**src/include/gapc_pkg.sv**
```systemverilog
// package: constants, types and register map of the alarm and parameter control block
package gapc_pkg;
  // ****************************************************************
  // timing and history depth
  // ****************************************************************
  localparam int CLK_PERIOD_PS = 25000;
  localparam int MS_PERIOD_PS  = 1000000000;
  localparam int MS_CYC        = MS_PERIOD_PS / CLK_PERIOD_PS;
  localparam int CLR_CYC       = 16;
  localparam int HIST_DEPTH    = 10;
  // ****************************************************************
  // register offsets (byte addresses)
  // ****************************************************************
  localparam logic [7:0] OFS_STATUS = 8'h00;
  localparam logic [7:0] OFS_MASK   = 8'h04;
  localparam logic [7:0] OFS_ALARM  = 8'h08;
  localparam logic [7:0] OFS_WARN   = 8'h0c;
  localparam logic [7:0] OFS_HSEL   = 8'h10;
  localparam logic [7:0] OFS_HDATA  = 8'h14;
  localparam logic [7:0] OFS_SCAN   = 8'h18;
  localparam logic [7:0] OFS_CONN   = 8'h1c;
  localparam logic [7:0] OFS_CACT   = 8'h20;
  localparam logic [7:0] OFS_NAV    = 8'h24;
  // ****************************************************************
  // status bit positions, reset values and the deepest menu level
  // ****************************************************************
  localparam int ST_ALARM  = 0;
  localparam int ST_WARN   = 1;
  localparam int ST_LINK   = 2;
  localparam int ST_REFUSE = 3;
  localparam int ST_CLRD   = 4;
  localparam int ST_SCAN   = 5;
  localparam logic [5:0] MASK_RST = 6'h00;
  localparam logic       EDIT_RST = 1'b1;
  localparam logic [1:0] LVL_MAX  = 2'h3;
  // ****************************************************************
  // alarm and warning codes
  // ****************************************************************
  localparam logic [7:0] ALM_NVM   = 8'ha1;
  localparam logic [7:0] ALM_SWSET = 8'he3;
  localparam logic [7:0] ALM_RS485 = 8'he4;
  localparam logic [7:0] ALM_NODE  = 8'he6;
  localparam logic [7:0] WRN_RS485 = 8'he4;
  localparam logic [7:0] WRN_TOUT  = 8'he5;
  // ****************************************************************
  // types
  // ****************************************************************
  typedef enum logic [2:0] {
    MODE_MON   = 3'b001,
    MODE_PARAM = 3'b010,
    MODE_COPY  = 3'b100
  } gapc_mode_t;
  typedef enum logic [3:0] {
    DISP_NONE = 4'b0001,
    DISP_COMM = 4'b0010,
    DISP_BUSY = 4'b0100,
    DISP_LOCK = 4'b1000
  } gapc_disp_t;
  typedef struct packed {
    logic       valid;
    logic       warn;
    logic [7:0] code;
  } gapc_ent_t;
  typedef struct packed {
    logic key_set;
    logic key_esc;
    logic key_mode;
    logic lock_toggle;
    logic clr_alarm;
    logic clr_warn;
  } gapc_keys_t;
  typedef struct packed {
    gapc_mode_t mode;
    logic [1:0] level;
    gapc_disp_t disp;
    logic       lock;
    logic       clr_visible;
    logic       clr_busy;
    logic       mem_busy;
  } gapc_view_t;
endpackage

```
**src/rtl/gapc_top.sv**
```systemverilog
// alarm, warning and parameter access control of the setter port
`timescale 1ns/1ps
`default_nettype none
module gapc_top
  import gapc_pkg::*;
#(
  parameter int MS_CYCLES = gapc_pkg::MS_CYC
) (
  input  wire logic              clk,
  input  wire logic              rstn,
  input  wire logic              psel,
  input  wire logic              penable,
  input  wire logic              pwrite,
  input  wire logic [7:0]        paddr,
  input  wire logic [31:0]       pwdata,
  output logic [31:0]            prdata,
  output logic                   pready,
  output logic                   pslverr,
  output logic                   irq,
  input  wire logic              link_fail,
  input  wire gapc_pkg::gapc_keys_t keys,
  input  wire logic              mem_start,
  input  wire logic              mem_done,
  input  wire logic [3:0]        alarm_evt,
  input  wire logic [1:0]        warn_evt,
  input  wire logic              scan_done,
  input  wire logic [15:0]       boot_conn,
  output logic                   rs485_halt,
  output logic [15:0]            conn_en,
  output gapc_pkg::gapc_view_t   view
);
  import gapc_pkg::*;

  // ****************************************************************
  // state
  // ****************************************************************
  typedef struct packed {
    logic [1:0]             fsync;
    logic                   link_d;
    logic                   started;
    logic [31:0]            prdata;
    logic                   pready;
    logic                   pslverr;
    logic                   irq;
    logic [5:0]             sts;
    logic [5:0]             msk;
    logic                   alm_on;
    logic [7:0]             alm_code;
    logic                   wrn_on;
    logic [7:0]             wrn_code;
    gapc_ent_t [HIST_DEPTH-1:0] hist;
    logic [3:0]             hsel;
    logic [15:0]            ms_div;
    logic [15:0]            scan_cnt;
    logic [15:0]            scan_ms;
    logic [15:0]            conn_st;
    logic [15:0]            conn_act;
    logic [15:0]            conn_out;
    logic                   halt;
    logic                   edit_en;
    logic                   busy;
    gapc_mode_t             mode;
    logic [1:0]             lvl;
    gapc_disp_t             disp;
    logic                   clr_act;
    logic                   clr_warn;
    logic [3:0]             clr_cnt;
  } gapc_state_t;

  gapc_state_t s_reg;
  gapc_state_t s_next;
  logic [1:0]  rst_sync_reg;
  logic        rstn_i;

  // ****************************************************************
  // helpers
  // ****************************************************************
  // priority pick of the alarm cause, lowest index wins
  function automatic logic [7:0] gapc_alm_code(input logic [3:0] v);
    logic [7:0] c;
    c = ALM_NODE;
    if (v[2]) c = ALM_RS485;
    if (v[1]) c = ALM_SWSET;
    if (v[0]) c = ALM_NVM;
    return c;
  endfunction

  // byte offset match, used for write decode; reads decode with a case on paddr
  function automatic logic gapc_hit(input logic [7:0] a, input logic [7:0] o);
    return a == o;
  endfunction

  // ****************************************************************
  // reset release
  // ****************************************************************
  // async assert, two-stage synchronous release
  always_ff @(posedge clk or negedge rstn) begin
    if (!rstn) begin
      rst_sync_reg <= 2'b00;
    end else begin
      rst_sync_reg <= {rst_sync_reg[0], 1'b1};
    end
  end
  assign rstn_i = rst_sync_reg[1];

  // ****************************************************************
  // next state
  // ****************************************************************
  always_comb begin
    logic       setup;
    logic       wr;
    logic [5:0] ev;
    logic [5:0] w1c;
    logic       lock;
    logic       link;
    logic       tick;
    logic       top;
    logic       rec;
    gapc_ent_t  ent;
    setup = 1'b0;
    wr    = 1'b0;
    ev    = 6'h00;
    w1c   = 6'h00;
    lock  = 1'b0;
    link  = 1'b0;
    tick  = 1'b0;
    top   = 1'b0;
    rec   = 1'b0;
    ent   = '0;
    s_next = s_reg;

    // link fault pin: first stage feeds only the second
    s_next.fsync  = {s_reg.fsync[0], link_fail};
    link          = s_reg.fsync[1];
    s_next.link_d = link;
    lock          = ~s_reg.edit_en;
    top           = s_reg.lvl == 2'h0;

    // parameters load from the boot image once after each reset
    if (!s_reg.started) begin
      s_next.started  = 1'b1;
      s_next.conn_st  = boot_conn;
      s_next.conn_act = boot_conn;
    end

    // apb: data and ready are registered in setup, taken in access
    setup          = psel & ~penable;
    wr             = psel & penable & s_reg.pready & pwrite;
    s_next.pready  = setup;
    s_next.pslverr = 1'b0;
    if (setup) begin
      s_next.prdata = 32'h0;
      case (paddr)
        OFS_STATUS: s_next.prdata = {26'h0, s_reg.sts};
        OFS_MASK:   s_next.prdata = {26'h0, s_reg.msk};
        OFS_ALARM:  s_next.prdata = {23'h0, s_reg.alm_on, s_reg.alm_code};
        OFS_WARN:   s_next.prdata = {23'h0, s_reg.wrn_on, s_reg.wrn_code};
        OFS_HSEL:   s_next.prdata = {28'h0, s_reg.hsel};
        OFS_HDATA: begin
          if (s_reg.hsel < 4'(HIST_DEPTH)) begin
            s_next.prdata = {22'h0, s_reg.hist[s_reg.hsel]};
          end
        end
        OFS_SCAN:   s_next.prdata = {16'h0, s_reg.scan_ms};
        OFS_CONN:   s_next.prdata = {16'h0, s_reg.conn_st};
        OFS_CACT:   s_next.prdata = {16'h0, s_reg.conn_act};
        OFS_NAV:    s_next.prdata = {16'h0, view_bits(s_reg)};
        default:    s_next.pslverr = 1'b1;
      endcase
    end
    if (wr && gapc_hit(paddr, OFS_STATUS)) w1c = pwdata[5:0];
    if (wr && gapc_hit(paddr, OFS_MASK)) s_next.msk = pwdata[5:0];
    if (wr && gapc_hit(paddr, OFS_HSEL)) s_next.hsel = pwdata[3:0];
    // stored only; the running copy never takes it and reloads from boot_conn at the next reset
    if (wr && gapc_hit(paddr, OFS_CONN) && s_reg.edit_en) begin
      s_next.conn_st = pwdata[15:0];
    end

    // alarms latch until reset; no command clears them
    if (|alarm_evt) begin
      ev[ST_ALARM] = 1'b1;
      rec          = 1'b1;
      ent          = '{valid: 1'b1, warn: 1'b0, code: gapc_alm_code(alarm_evt)};
      if (!s_reg.alm_on) begin
        s_next.alm_on   = 1'b1;
        s_next.alm_code = gapc_alm_code(alarm_evt);
      end
    end else if (|warn_evt) begin
      ev[ST_WARN]     = 1'b1;
      rec             = 1'b1;
      s_next.wrn_on   = 1'b1;
      s_next.wrn_code = warn_evt[0] ? WRN_RS485 : WRN_TOUT;
      ent = '{valid: 1'b1, warn: 1'b1, code: s_next.wrn_code};
    end

    // history: newest at index 0, oldest drops off the end
    if (rec) begin
      for (int i = HIST_DEPTH - 1; i > 0; i--) begin
        s_next.hist[i] = s_reg.hist[i-1];
      end
      s_next.hist[0] = ent;
    end

    // traffic halt follows the alarm latch
    s_next.halt     = s_next.alm_on;
    s_next.conn_out = s_next.alm_on ? 16'h0 : s_next.conn_act;

    // scan time in ms between consecutive scan completions
    tick = s_reg.ms_div == 16'(MS_CYCLES - 1);
    s_next.ms_div = tick ? 16'h0 : s_reg.ms_div + 16'h1;
    if (tick && s_reg.scan_cnt != 16'hffff) begin
      s_next.scan_cnt = s_reg.scan_cnt + 16'h1;
    end
    if (scan_done) begin
      s_next.scan_ms  = s_next.scan_cnt;
      s_next.scan_cnt = 16'h0;
      ev[ST_SCAN]     = 1'b1;
    end

    // fieldbus memory work: start wins over a same-cycle done
    if (mem_done) s_next.busy = 1'b0;
    if (mem_start) s_next.busy = 1'b1;

    // lock is toggled by the setter after its own hold timing
    if (keys.lock_toggle && top) begin
      s_next.edit_en = ~s_reg.edit_en;
    end

    // menu navigation
    if (keys.key_mode && top) begin
      case (s_reg.mode)
        MODE_MON:   s_next.mode = MODE_PARAM;
        MODE_PARAM: s_next.mode = MODE_COPY;
        MODE_COPY:  s_next.mode = MODE_MON;
        default:    s_next.mode = MODE_MON;
      endcase
      s_next.disp = DISP_NONE;
    end else if (keys.key_esc && !top) begin
      s_next.lvl  = s_reg.lvl - 2'h1;
      s_next.disp = DISP_NONE;
    end else if (keys.key_set) begin
      s_next.disp = DISP_NONE;
      if (top && s_reg.mode != MODE_MON && lock) begin
        s_next.disp     = DISP_LOCK;
        ev[ST_REFUSE]   = 1'b1;
      end else if (top && s_reg.mode != MODE_MON && s_reg.busy) begin
        s_next.disp     = DISP_BUSY;
        ev[ST_REFUSE]   = 1'b1;
      end else if (s_reg.lvl != LVL_MAX) begin
        s_next.lvl = s_reg.lvl + 2'h1;
      end
    end

    // record clear: only reachable while the items are shown
    if (!s_reg.clr_act && !lock && s_reg.mode == MODE_MON &&
        (keys.clr_alarm || keys.clr_warn)) begin
      s_next.clr_act  = 1'b1;
      s_next.clr_warn = keys.clr_warn & ~keys.clr_alarm;
      s_next.clr_cnt  = 4'h0;
    end else if (s_reg.clr_act) begin
      s_next.clr_cnt = s_reg.clr_cnt + 4'h1;
      if (s_reg.clr_cnt == 4'(CLR_CYC - 1)) begin
        s_next.clr_act = 1'b0;
        ev[ST_CLRD]    = 1'b1;
        for (int i = 0; i < HIST_DEPTH; i++) begin
          if (s_next.hist[i].warn == s_reg.clr_warn) begin
            s_next.hist[i].valid = 1'b0;
          end
        end
        if (s_reg.clr_warn) s_next.wrn_on = 1'b0;
      end
    end

    // link failure overrides any other display
    if (link) s_next.disp = DISP_COMM;
    else if (s_reg.link_d) s_next.disp = DISP_NONE;
    ev[ST_LINK] = link & ~s_reg.link_d;

    // sticky status: a new event beats a same-cycle clear
    s_next.sts = (s_reg.sts & ~w1c) | ev;
    s_next.irq = |(s_next.sts & s_next.msk);
  end

  // packs the navigation view from a state value
  function automatic logic [15:0] view_bits(input gapc_state_t x);
    gapc_view_t v;
    v.mode        = x.mode;
    v.level       = x.lvl;
    v.disp        = x.disp;
    v.lock        = ~x.edit_en;
    v.clr_visible = x.edit_en;
    v.clr_busy    = x.clr_act;
    v.mem_busy    = x.busy;
    return {3'h0, v};
  endfunction

  // ****************************************************************
  // state register
  // ****************************************************************
  always_ff @(posedge clk or negedge rstn_i) begin
    if (!rstn_i) begin
      s_reg         <= '0;
      s_reg.msk     <= MASK_RST;
      s_reg.edit_en <= EDIT_RST;
      s_reg.mode    <= MODE_MON;
      s_reg.disp    <= DISP_NONE;
    end else begin
      s_reg <= s_next;
    end
  end

  // ****************************************************************
  // outputs, all straight from the state register
  // ****************************************************************
  assign prdata     = s_reg.prdata;
  assign pready     = s_reg.pready;
  assign pslverr    = s_reg.pslverr;
  assign irq        = s_reg.irq;
  assign rs485_halt = s_reg.halt;
  assign conn_en    = s_reg.conn_out;
  // padded view word; only the low struct bits leave the block
  logic [15:0] view_w;
  assign view_w     = view_bits(s_reg);
  assign view       = gapc_view_t'(view_w[12:0]);
endmodule
`default_nettype wire

```
**config.mk**
```make
export PLATFORM = sky130hd
export DESIGN_NAME = gapc_top
export DESIGN_NICKNAME = d
export VERILOG_FILES = /design/src/include/gapc_pkg.sv /design/src/rtl/gapc_top.sv
export SDC_FILE = /design/constraint.sdc
export NUM_CORES = 1
export LEC_CHECK = 0
export BUFFER_PORTS_ARGS = -buffer_cell sky130_fd_sc_hd__buf_4
export CORE_MARGIN = 2
export CORE_UTILIZATION = 53
export DETAILED_ROUTE_END_ITERATION = 7
export PLACE_DENSITY = 0.83
export SLEW_MARGIN = 10
export SYNTH_ARGS = -nofsm -noshare
export SYNTH_HDL_FRONTEND = slang
export SYNTH_SLANG_ARGS = --single-unit
```
**constraint.sdc**
```tcl
create_clock -name clk -period 6.7 [get_ports clk]
set_input_delay 1.34 -clock clk [delete_from_list [all_inputs] [get_ports clk]]
set_output_delay 1.34 -clock clk [all_outputs]
set_load 0.01 [all_outputs]
```
* Yosys cells after proc, flatten, opt, wreduce, memory -nomap -nowiden
Index checks and enable logic that the tools add are counted.
** Word-level totals
- Register bits after elaboration :: 288
- Input port bits :: 77
- Output and inout bits :: 65
- Logic and storage cells :: 244
** Cells by class
- Add/subtract/negate cells :: 5
- Order comparisons :: 2
- Equal/unequal tests :: 29
- Muxes and demuxes :: 100
- Bitwise gates (word level) :: 17
- Reductions and logical operators :: 32
** Operators with widths (count)
- $pmux W16 S10 :: 1
- $mux W100 :: 1
- $mux W1 :: 65
- $mux W16 :: 4
- $mux W32 :: 2
- $bmux W10 S4 :: 1
- $mux W10 :: 4
- $add A16 B1 Y16 const B :: 2
- $eq A8 B5 Y1 const B :: 4
- $mux W9 :: 3
- $mux W4 :: 6
- $mux W6 :: 4
- $mux W8 :: 3
- $eq A16 B16 Y1 const B :: 1
- $eq A8 B4 Y1 const B :: 2
- $eq A8 B6 Y1 const B :: 2
- $ne A16 B16 Y1 const B :: 1
- $logic_and A1 B1 Y1 :: 15
- $and A6 B6 Y6 :: 2
- $eq A1 B1 Y1 :: 10
- $reduce_or A10 Y1 :: 1
- $eq A8 B3 Y1 const B :: 1
- $logic_not A8 Y1 :: 1
- $mux W2 :: 4
- 27 further kinds :: 45

* Longest topological paths before layout
Gate-level depths: netlist of the first run.
- Depth in word-level cells :: 11
- Mapped depth :: 7
- Mapped depth without buffers :: 6

* Worst setup path before layout of the first run
No wires, ideal clock.
- Path type :: input -> register
- From :: input paddr[1]
- To :: register s_reg (netlist bit irq)
- Library setup time :: 0.129 ns
- Arrival time :: 3.259 ns
- Data required time :: 6.571 ns
- Path slack :: 3.312 ns
- Cell stages on the path :: 7
- Buffers on the path :: 2
- Cell sequence :: buf_2 -> nor4b_2 -> and3_1 -> buf_2 -> mux2_2 -> a32o_1 -> a2111o_1
** RTL lines
- start, declared :: line gapc_top.sv:14 : input wire logic [7:0] paddr,
- end signal, assigned :: line gapc_top.sv:308 : s_reg <= s_next;
- end, declared :: line gapc_top.sv:70 : gapc_state_t s_reg;

* Worst setup path after layout of the first run
- From :: input paddr[2]
- To :: register s_reg[65] (netlist bit)
** Between the ends
- Longest elaborated chain between the ends :: 4
- Elaborated cells on any way between the ends :: 5
- Those cells by class :: eq/ne (2); mux (1); reduce/logical (2)
** RTL lines
- $eq A8 B5 Y1 (*) :: line gapc_top.sv:90 : return a == o;
- $logic_and A1 B1 Y1 (*) (2 in series) :: line gapc_top.sv:175 : if (wr && gapc_hit(paddr, OFS_CONN) && s_reg.edit_en) begin
- $ne A2 B1 Y1 (no source line) / $mux W16 (equally long branches)
Mark *: on every way between the ends. The rest lies on a longest branch, timed or not.
A chain may end at the register's enable or synchronous reset.

==> summary.txt, run 1 <==
Run status
  – Status: finished clean

Routing
  – Remaining antenna violation count: 0
  – Via/cell ratio: 6.051
  – WL per Instance: 19.78 um
  – First-iteration detailed-routing DRC count: 888
  – TritonRoute pass-1 iters: 6
  – Routed vias: 8018
  – Total wire length: 26200 um
  – Residual DRC count: 0

Timing
  – Fmax: 0.2739 GHz
  – Setup TNS Final: 0 ns
  – Hold slack: 0.3128 ns
  – Max_slew headroom: 16.58%
  – Post-route worst setup slack: 3.049 ns
  – Clock skew: 0.01990 ns
  – Final setup vio count: 0
  – Slew @ Worst Pin: 1.248 ns
  – Min cycle time layout: 3.651 ns
  – Final period util: 54.49%
  – Fin. Hold Viols: 0
  – Slew Viols, Final: 0
  – RSZ-0062 raised after global routing: no

Layout
  – Antenna diode count: 0
  – Fraction of layout cells with a size suffix above 1: 26.19%
  – P&R area growth vs syn: 13.25%
  – Fin nets: 1114
  – Max reg flops: 181
  – Fill cells: 1647
  – Non-Filler Instances: 1325
  – Util after Layout: 60.61%
  – Final instance area: 12620 um^2

Logic synthesis
  – Synth Area in XOR/XNOR: 2.201%
  – Most frequent cell after synthesis: dfrtp_1
  – Synth Area in Simple Gates: 13.24%
  – Average size of a mapped cell: 11.31 um^2
  – Post-Syn Area: 11140 um^2
  – Commonest cells post-synth: dfrtp_1, a21oi_1, mux2_2
  – Top cells by area, synth: dfrtp_1, mux2_2, buf_4, a21oi_1, mux4_2
  – Post-Synth Adder-Cell Area: 0.3369%
  – FFs w/ async S/R, synth: 100.0%
  – FF+latch count, synth: 233
  – Synth top area share: 51.65%
  – Largest area contributor in the netlist: dfrtp_1
  – Compound-cell area share of the yosys netlist: 13.20%
  – Mapped Cells: 985
  – Mux cell area share after synthesis: 12.15%
  – Seq/Total Area, Yosys: 52.36%
  – Main combinational cell family by area after synthesis: simple AND/OR/NAND/NOR gates
  – Synth unique cells: 69
  – Primary FF master, synth: dfrtp_1
  – EDFF count, synth: 0
  – Synth Warn #: 0

CTS
  – Postcts setup bufs: 0
  – CTS tree: built
  – CTS buffer count: 25
  – Max clock buf depth: 3
  – Post-CTS Resized: 0
  – Clk_lat worst skew: 0.52 ns
  – Hold-fix buffers, CTS: 0
  – H-tree level count: 1
  – CTS Sinks: 233
  – Reg clk slew, reported paths: 0.06 ns
  – CTS Root Cell: clkbuf_16

Floorplanning
  – Initial Utilization: 53.52%
  – Die H: 149 um
  – I/O pins: 142
  – Area of the core: 20820 um^2
  – Core Rows: 53
  – Chip width: 149 um
  – DIE AREA: 22200 um^2

Place
  – Pre-CTS setup slack: 2.657 ns
  – Post-Place Cells: 1282
  – Final HPWL DP: 17830 um
  – IO Port Bufs: 109
  – Placer congestion estimate: 0.9547
  – DP Area: 11770 um^2

Critical path
  – Required @ worst endpoint: 7.04 ns
  – CP startpoint kind: input pin
  – CP endpoint kind: flip-flop
  – Max FO, Critical Path: 32
  – Critical setup path kind: input pin to flip-flop
  – Data arrival, critical path: 3.99 ns

Global route
  – First-pass GRT wire length: 41390 um
  – Grt total ovfl: 0
  – Initial antenna violation count: 0
  – Largest net degree at the start of global routing: 191
  – Number of global-route vias before repair: 7801
  – GRT Total Usage: 23.50%

Power and ir drop
  – VDD IR-drop max: 0.0002091 V
  – Pleak: 5.492 nW
  – PnR Total Power: 3.520 mW
  – Pwr Density: 278.9 nW/um^2

Flow run
  – Max-cap violations: 0

Hold path
  – Worst Hold Class: flip-flop to async pin
## routing by layer
layer | global-route usage [%] | up-vias | share of wire (%)
li1 | - | 3602 | -
met1 | 34.10 | 3970 | 43
met2 | 36.66 | 392 | 46
met3 | 4.557 | 54 | 9.4
met4 | 6.095 | 0 | 2.2
met5 | 0 | - | 0
## kinds of logic after synthesis
| logic type | count (synthesis) |
|---|---|
| other | 2 |
| buffers and inverters | 124 |
| AND/OR/NAND/NOR | 262 |
| flip-flops | 233 |
| multiplexers | 108 |
| adder cells (fa/ha/maj) | 3 |
| XOR/XNOR | 28 |
| AO/OA/AOI/OAI | 225 |
## final timing paths
kind,cells after the start,slack (ns),to,startpoint
worst max register to register,6,4.05,prdata[0],s_reg[114]
worst min-delay path,0,0.31,view[8],rst_sync_reg[1]
max in group asynchronous,1,5.03,prdata[8],rst_sync_reg[1]
worst max-delay path,6,3.05,s_reg[65],paddr[2]
worst min register to register,0,0.31,view[8],rst_sync_reg[1]
min in group clk,0,0.36,s_next[284],s_next[286]
## where the power goes
| group | internal (mW) | total [mW] | switching (mW) |
|---|---|---|---|
| clock network | 0.870 | 1.43 | 0.559 |
| registers | 1.52 | 1.66 | 0.144 |
| logic | 0.207 | 0.429 | 0.223 |
## final cells by class
cell class | instances | area (um^2) | area share (%)
clock buffers | 30 | 674.4 | 5.344
clock inverters | 13 | 177.7 | 1.408
inverters | 15 | 56.30 | 0.4462
multi-input cells | 644 | 4653 | 36.87
flip-flops and latches | 233 | 5838 | 46.26
well taps | 275 | 344.1 | 2.727
repair buffers | 115 | 875.8 | 6.940
## worst max-delay path, cell delays in order
cell,delay [ns]
buf_4,0.22
and4bb_2,0.39
and3_1,0.56
nand3_1,0.98
nor2_1,0.38
a21oi_1,0.09
## cells in the final DEF, fill, tap and decap left out, types with 7 or more instances in the layout
cell and n:
a32oi_1 9, or3_1 13, nand4_1 12, a21oi_1 81
inv_1 15, a222oi_1 7, a21o_1 17, nand3_1 20
a31oi_1 14, nor3_1 8, dfrtp_1 229, mux4_2 14
mux2_2 78, clkbuf_16 25, buf_4 114, conb_1 18
and3_1 11, and2_1 7, xnor2_1 21, xor2_1 7
nor2_1 70, nand2_1 39, mux2i_1 16, nor2b_1 38
a22o_1 17, o21ai_0 34
Power figures use the tool's default switching activity.
==> run 2: changes to the inputs <==
==> constraint.sdc (replaced) <==
create_clock -name clk -period 2.9 [get_ports clk]
set_input_delay 0.58 -clock clk [delete_from_list [all_inputs] [get_ports clk]]
set_output_delay 0.58 -clock clk [all_outputs]
set_load 0.01 [all_outputs]
==> run 2 against run 1 <==
Via count about the same. Largest power group unchanged. Core utilization increased by 0.85 points. Cell area rose by 1.4%. Critical endpoint is now prdata[5]. First-iteration DRC count down 15%. Global-route usage grew 0.64 points. Die area is the same. Clock power rose by 120%.
==> summary.txt, run 2 (synthesis results as in run 1) <==
Run status
  – Status: finished clean

Layout
  – P&R area growth vs syn: 14.84%
  – Commonest non-fill, non-tap cell in the layout: dfrtp_1
  – Non-Filler Instances: 1345
  – Fin nets: 1134
  – Final instance area: 12800 um^2
  – Max reg flops: 181
  – Fraction of layout cells with a size suffix above 1: 27.48%
  – Antenna diode count: 0
  – Most frequent cells in the layout: dfrtp_1, buf_4, a21oi_1, mux2_2, nor2_1
  – Util after Layout: 61.46%

Floorplanning
  – I/O pins: 142
  – Initial Utilization: 53.52%
  – Area of the core: 20820 um^2
  – Core Rows: 53
  – Die H: 149 um
  – DIE AREA: 22200 um^2
  – Chip width: 149 um

Timing
  – Setup TNS Final: 0 ns
  – Slew @ Worst Pin: 0.8276 ns
  – Fin. Hold Viols: 0
  – Post-route worst setup slack: 0.4261 ns
  – Fmax: 0.4042 GHz
  – Max_slew headroom: 44.83%
  – Hold slack: 0.1694 ns
  – Final period util: 85.31%
  – Slew Viols, Final: 0
  – RSZ-0062 raised after global routing: no
  – Final setup vio count: 0
  – Clock skew: 0.01989 ns
  – Min cycle time layout: 2.474 ns

Critical path
  – CP startpoint kind: flip-flop
  – Data arrival, critical path: 2.84 ns
  – Register-to-register setup slack: 0.43 ns
  – Reg2reg path depth: 6
  – Required @ worst endpoint: 3.26 ns
  – Max FO, Critical Path: 15
  – Critical setup path kind: flip-flop to flip-flop
  – Reg2Reg Capture Point: prdata[5]
  – CP endpoint kind: flip-flop
  – Reg-to-Reg Start: s_reg[114]

Power and ir drop
  – PnR Total Power: 7.998 mW
  – Sw Ratio: 26.54%
  – Power Internal: 5.876 mW
  – Reg power frac: 48.1%
  – Combinational power share: 12.5%
  – Clock share of power: 39.4%
  – Pwr Density: 625.0 nW/um^2
  – VDD IR-drop max: 0.0003487 V
  – Pleak: 5.598 nW
  – Sw power: 2.123 mW

Place
  – Placer congestion estimate: 0.9888
  – DP Area: 11970 um^2
  – Final HPWL DP: 18910 um
  – Pre-CTS setup slack: 0.3594 ns
  – IO Port Bufs: 109
  – Post-Place Cells: 1302

CTS
  – CTS tree: built
  – CTS Sinks: 233
  – Post-CTS Resized: 0
  – Max clock buf depth: 3
  – Reg clk slew, reported paths: 0.06 ns
  – CTS Root Cell: clkbuf_16
  – Hold-fix buffers, CTS: 1
  – Clk_lat worst skew: 0.53 ns
  – H-tree level count: 1
  – Postcts setup bufs: 0
  – CTS buffer count: 24

Hold path
  – Hold Crit Depth: 1
  – Worst Hold Class: input pin to flip-flop
  – Hold path endpoint: s_next[286]
  – Worst Hold Launch: link_fail

Global route
  – Initial antenna violation count: 0
  – First-pass GRT wire length: 42640 um
  – Largest net degree at the start of global routing: 59
  – GRT Total Usage: 24.14%
  – Number of global-route vias before repair: 7950
  – Grt total ovfl: 0

Routing
  – First-iteration detailed-routing DRC count: 754
  – WL per Instance: 19.64 um
  – Remaining antenna violation count: 0
  – Total wire length: 26410 um
  – Via/cell ratio: 5.967
  – Residual DRC count: 0
  – Routed vias: 8025
  – TritonRoute pass-1 iters: 7

Flow run
  – Max-cap violations: 0
run 2: cell count changes in the layout (fill, tap and decap cells not counted):
cell | previous run | this run
buf_12 | 1 | 5
buf_4 | 114 | 130
bufinv_16 | 4 | 2
clkbuf_16 | 25 | 24
clkbuf_8 | 3 | 7
clkinv_2 | 5 | 3
clkinv_8 | 0 | 1
dlygate4sd3_1 | 0 | 1
inv_6 | 1 | 0
run 2: layout make-up:
type | count | area (um^2)
fillers | 1645 | 8025
well taps | 275 | 344.1
flip-flops and latches | 233 | 5838
multi-input cells | 644 | 4653
inverters | 15 | 56.30
clock buffers | 33 | 704.4
repair buffers | 136 | 1086
clock inverters | 9 | 115.1
run 2: worst max-delay path, cell delays in order (launching register included):
cell and delay, ns:
dfrtp_1 0.71, buf_12 0.24, mux4_2 0.52, mux2i_1 0.20
nor3_1 0.07, o21ai_0 0.40, o211ai_1 0.17
run 2: how the worst max path moves through the flow:
stage          startpoint        end  cells after the start  slack, ns
6_report       s_reg[114]  prdata[5]                      6       0.43
5_1_grt         s_reg[82]  s_reg[67]                      6       0.29
4_1_cts        s_reg[114]  prdata[5]                      6       0.43
3_5_place_dp     paddr[2]        irq                      6       0.36
3_3_place_gp     paddr[2]        irq                      6       0.36
2_1_floorplan    paddr[1]        irq                      7       0.27
run 2: power groups by stage:
stage / clock network, mW / registers (mW) / logic (mW)
global route: 3.34 / 3.88 / 1.11
global placement: 0 / 3.88 / 0.956
CTS: 3.20 / 3.84 / 1.00
detailed placement: 0 / 3.89 / 0.992
floorplan: 0 / 3.75 / 0.748
finish: 3.15 / 3.85 / 1.00
run 2: metal layers:
layer,share of wire (%),track usage (%),up-vias
li1,-,-,3642
met3,8.7,3.700,43
met5,0,0,-
met1,44,36.10,3987
met2,46,37.30,353
met4,2.1,6.048,0
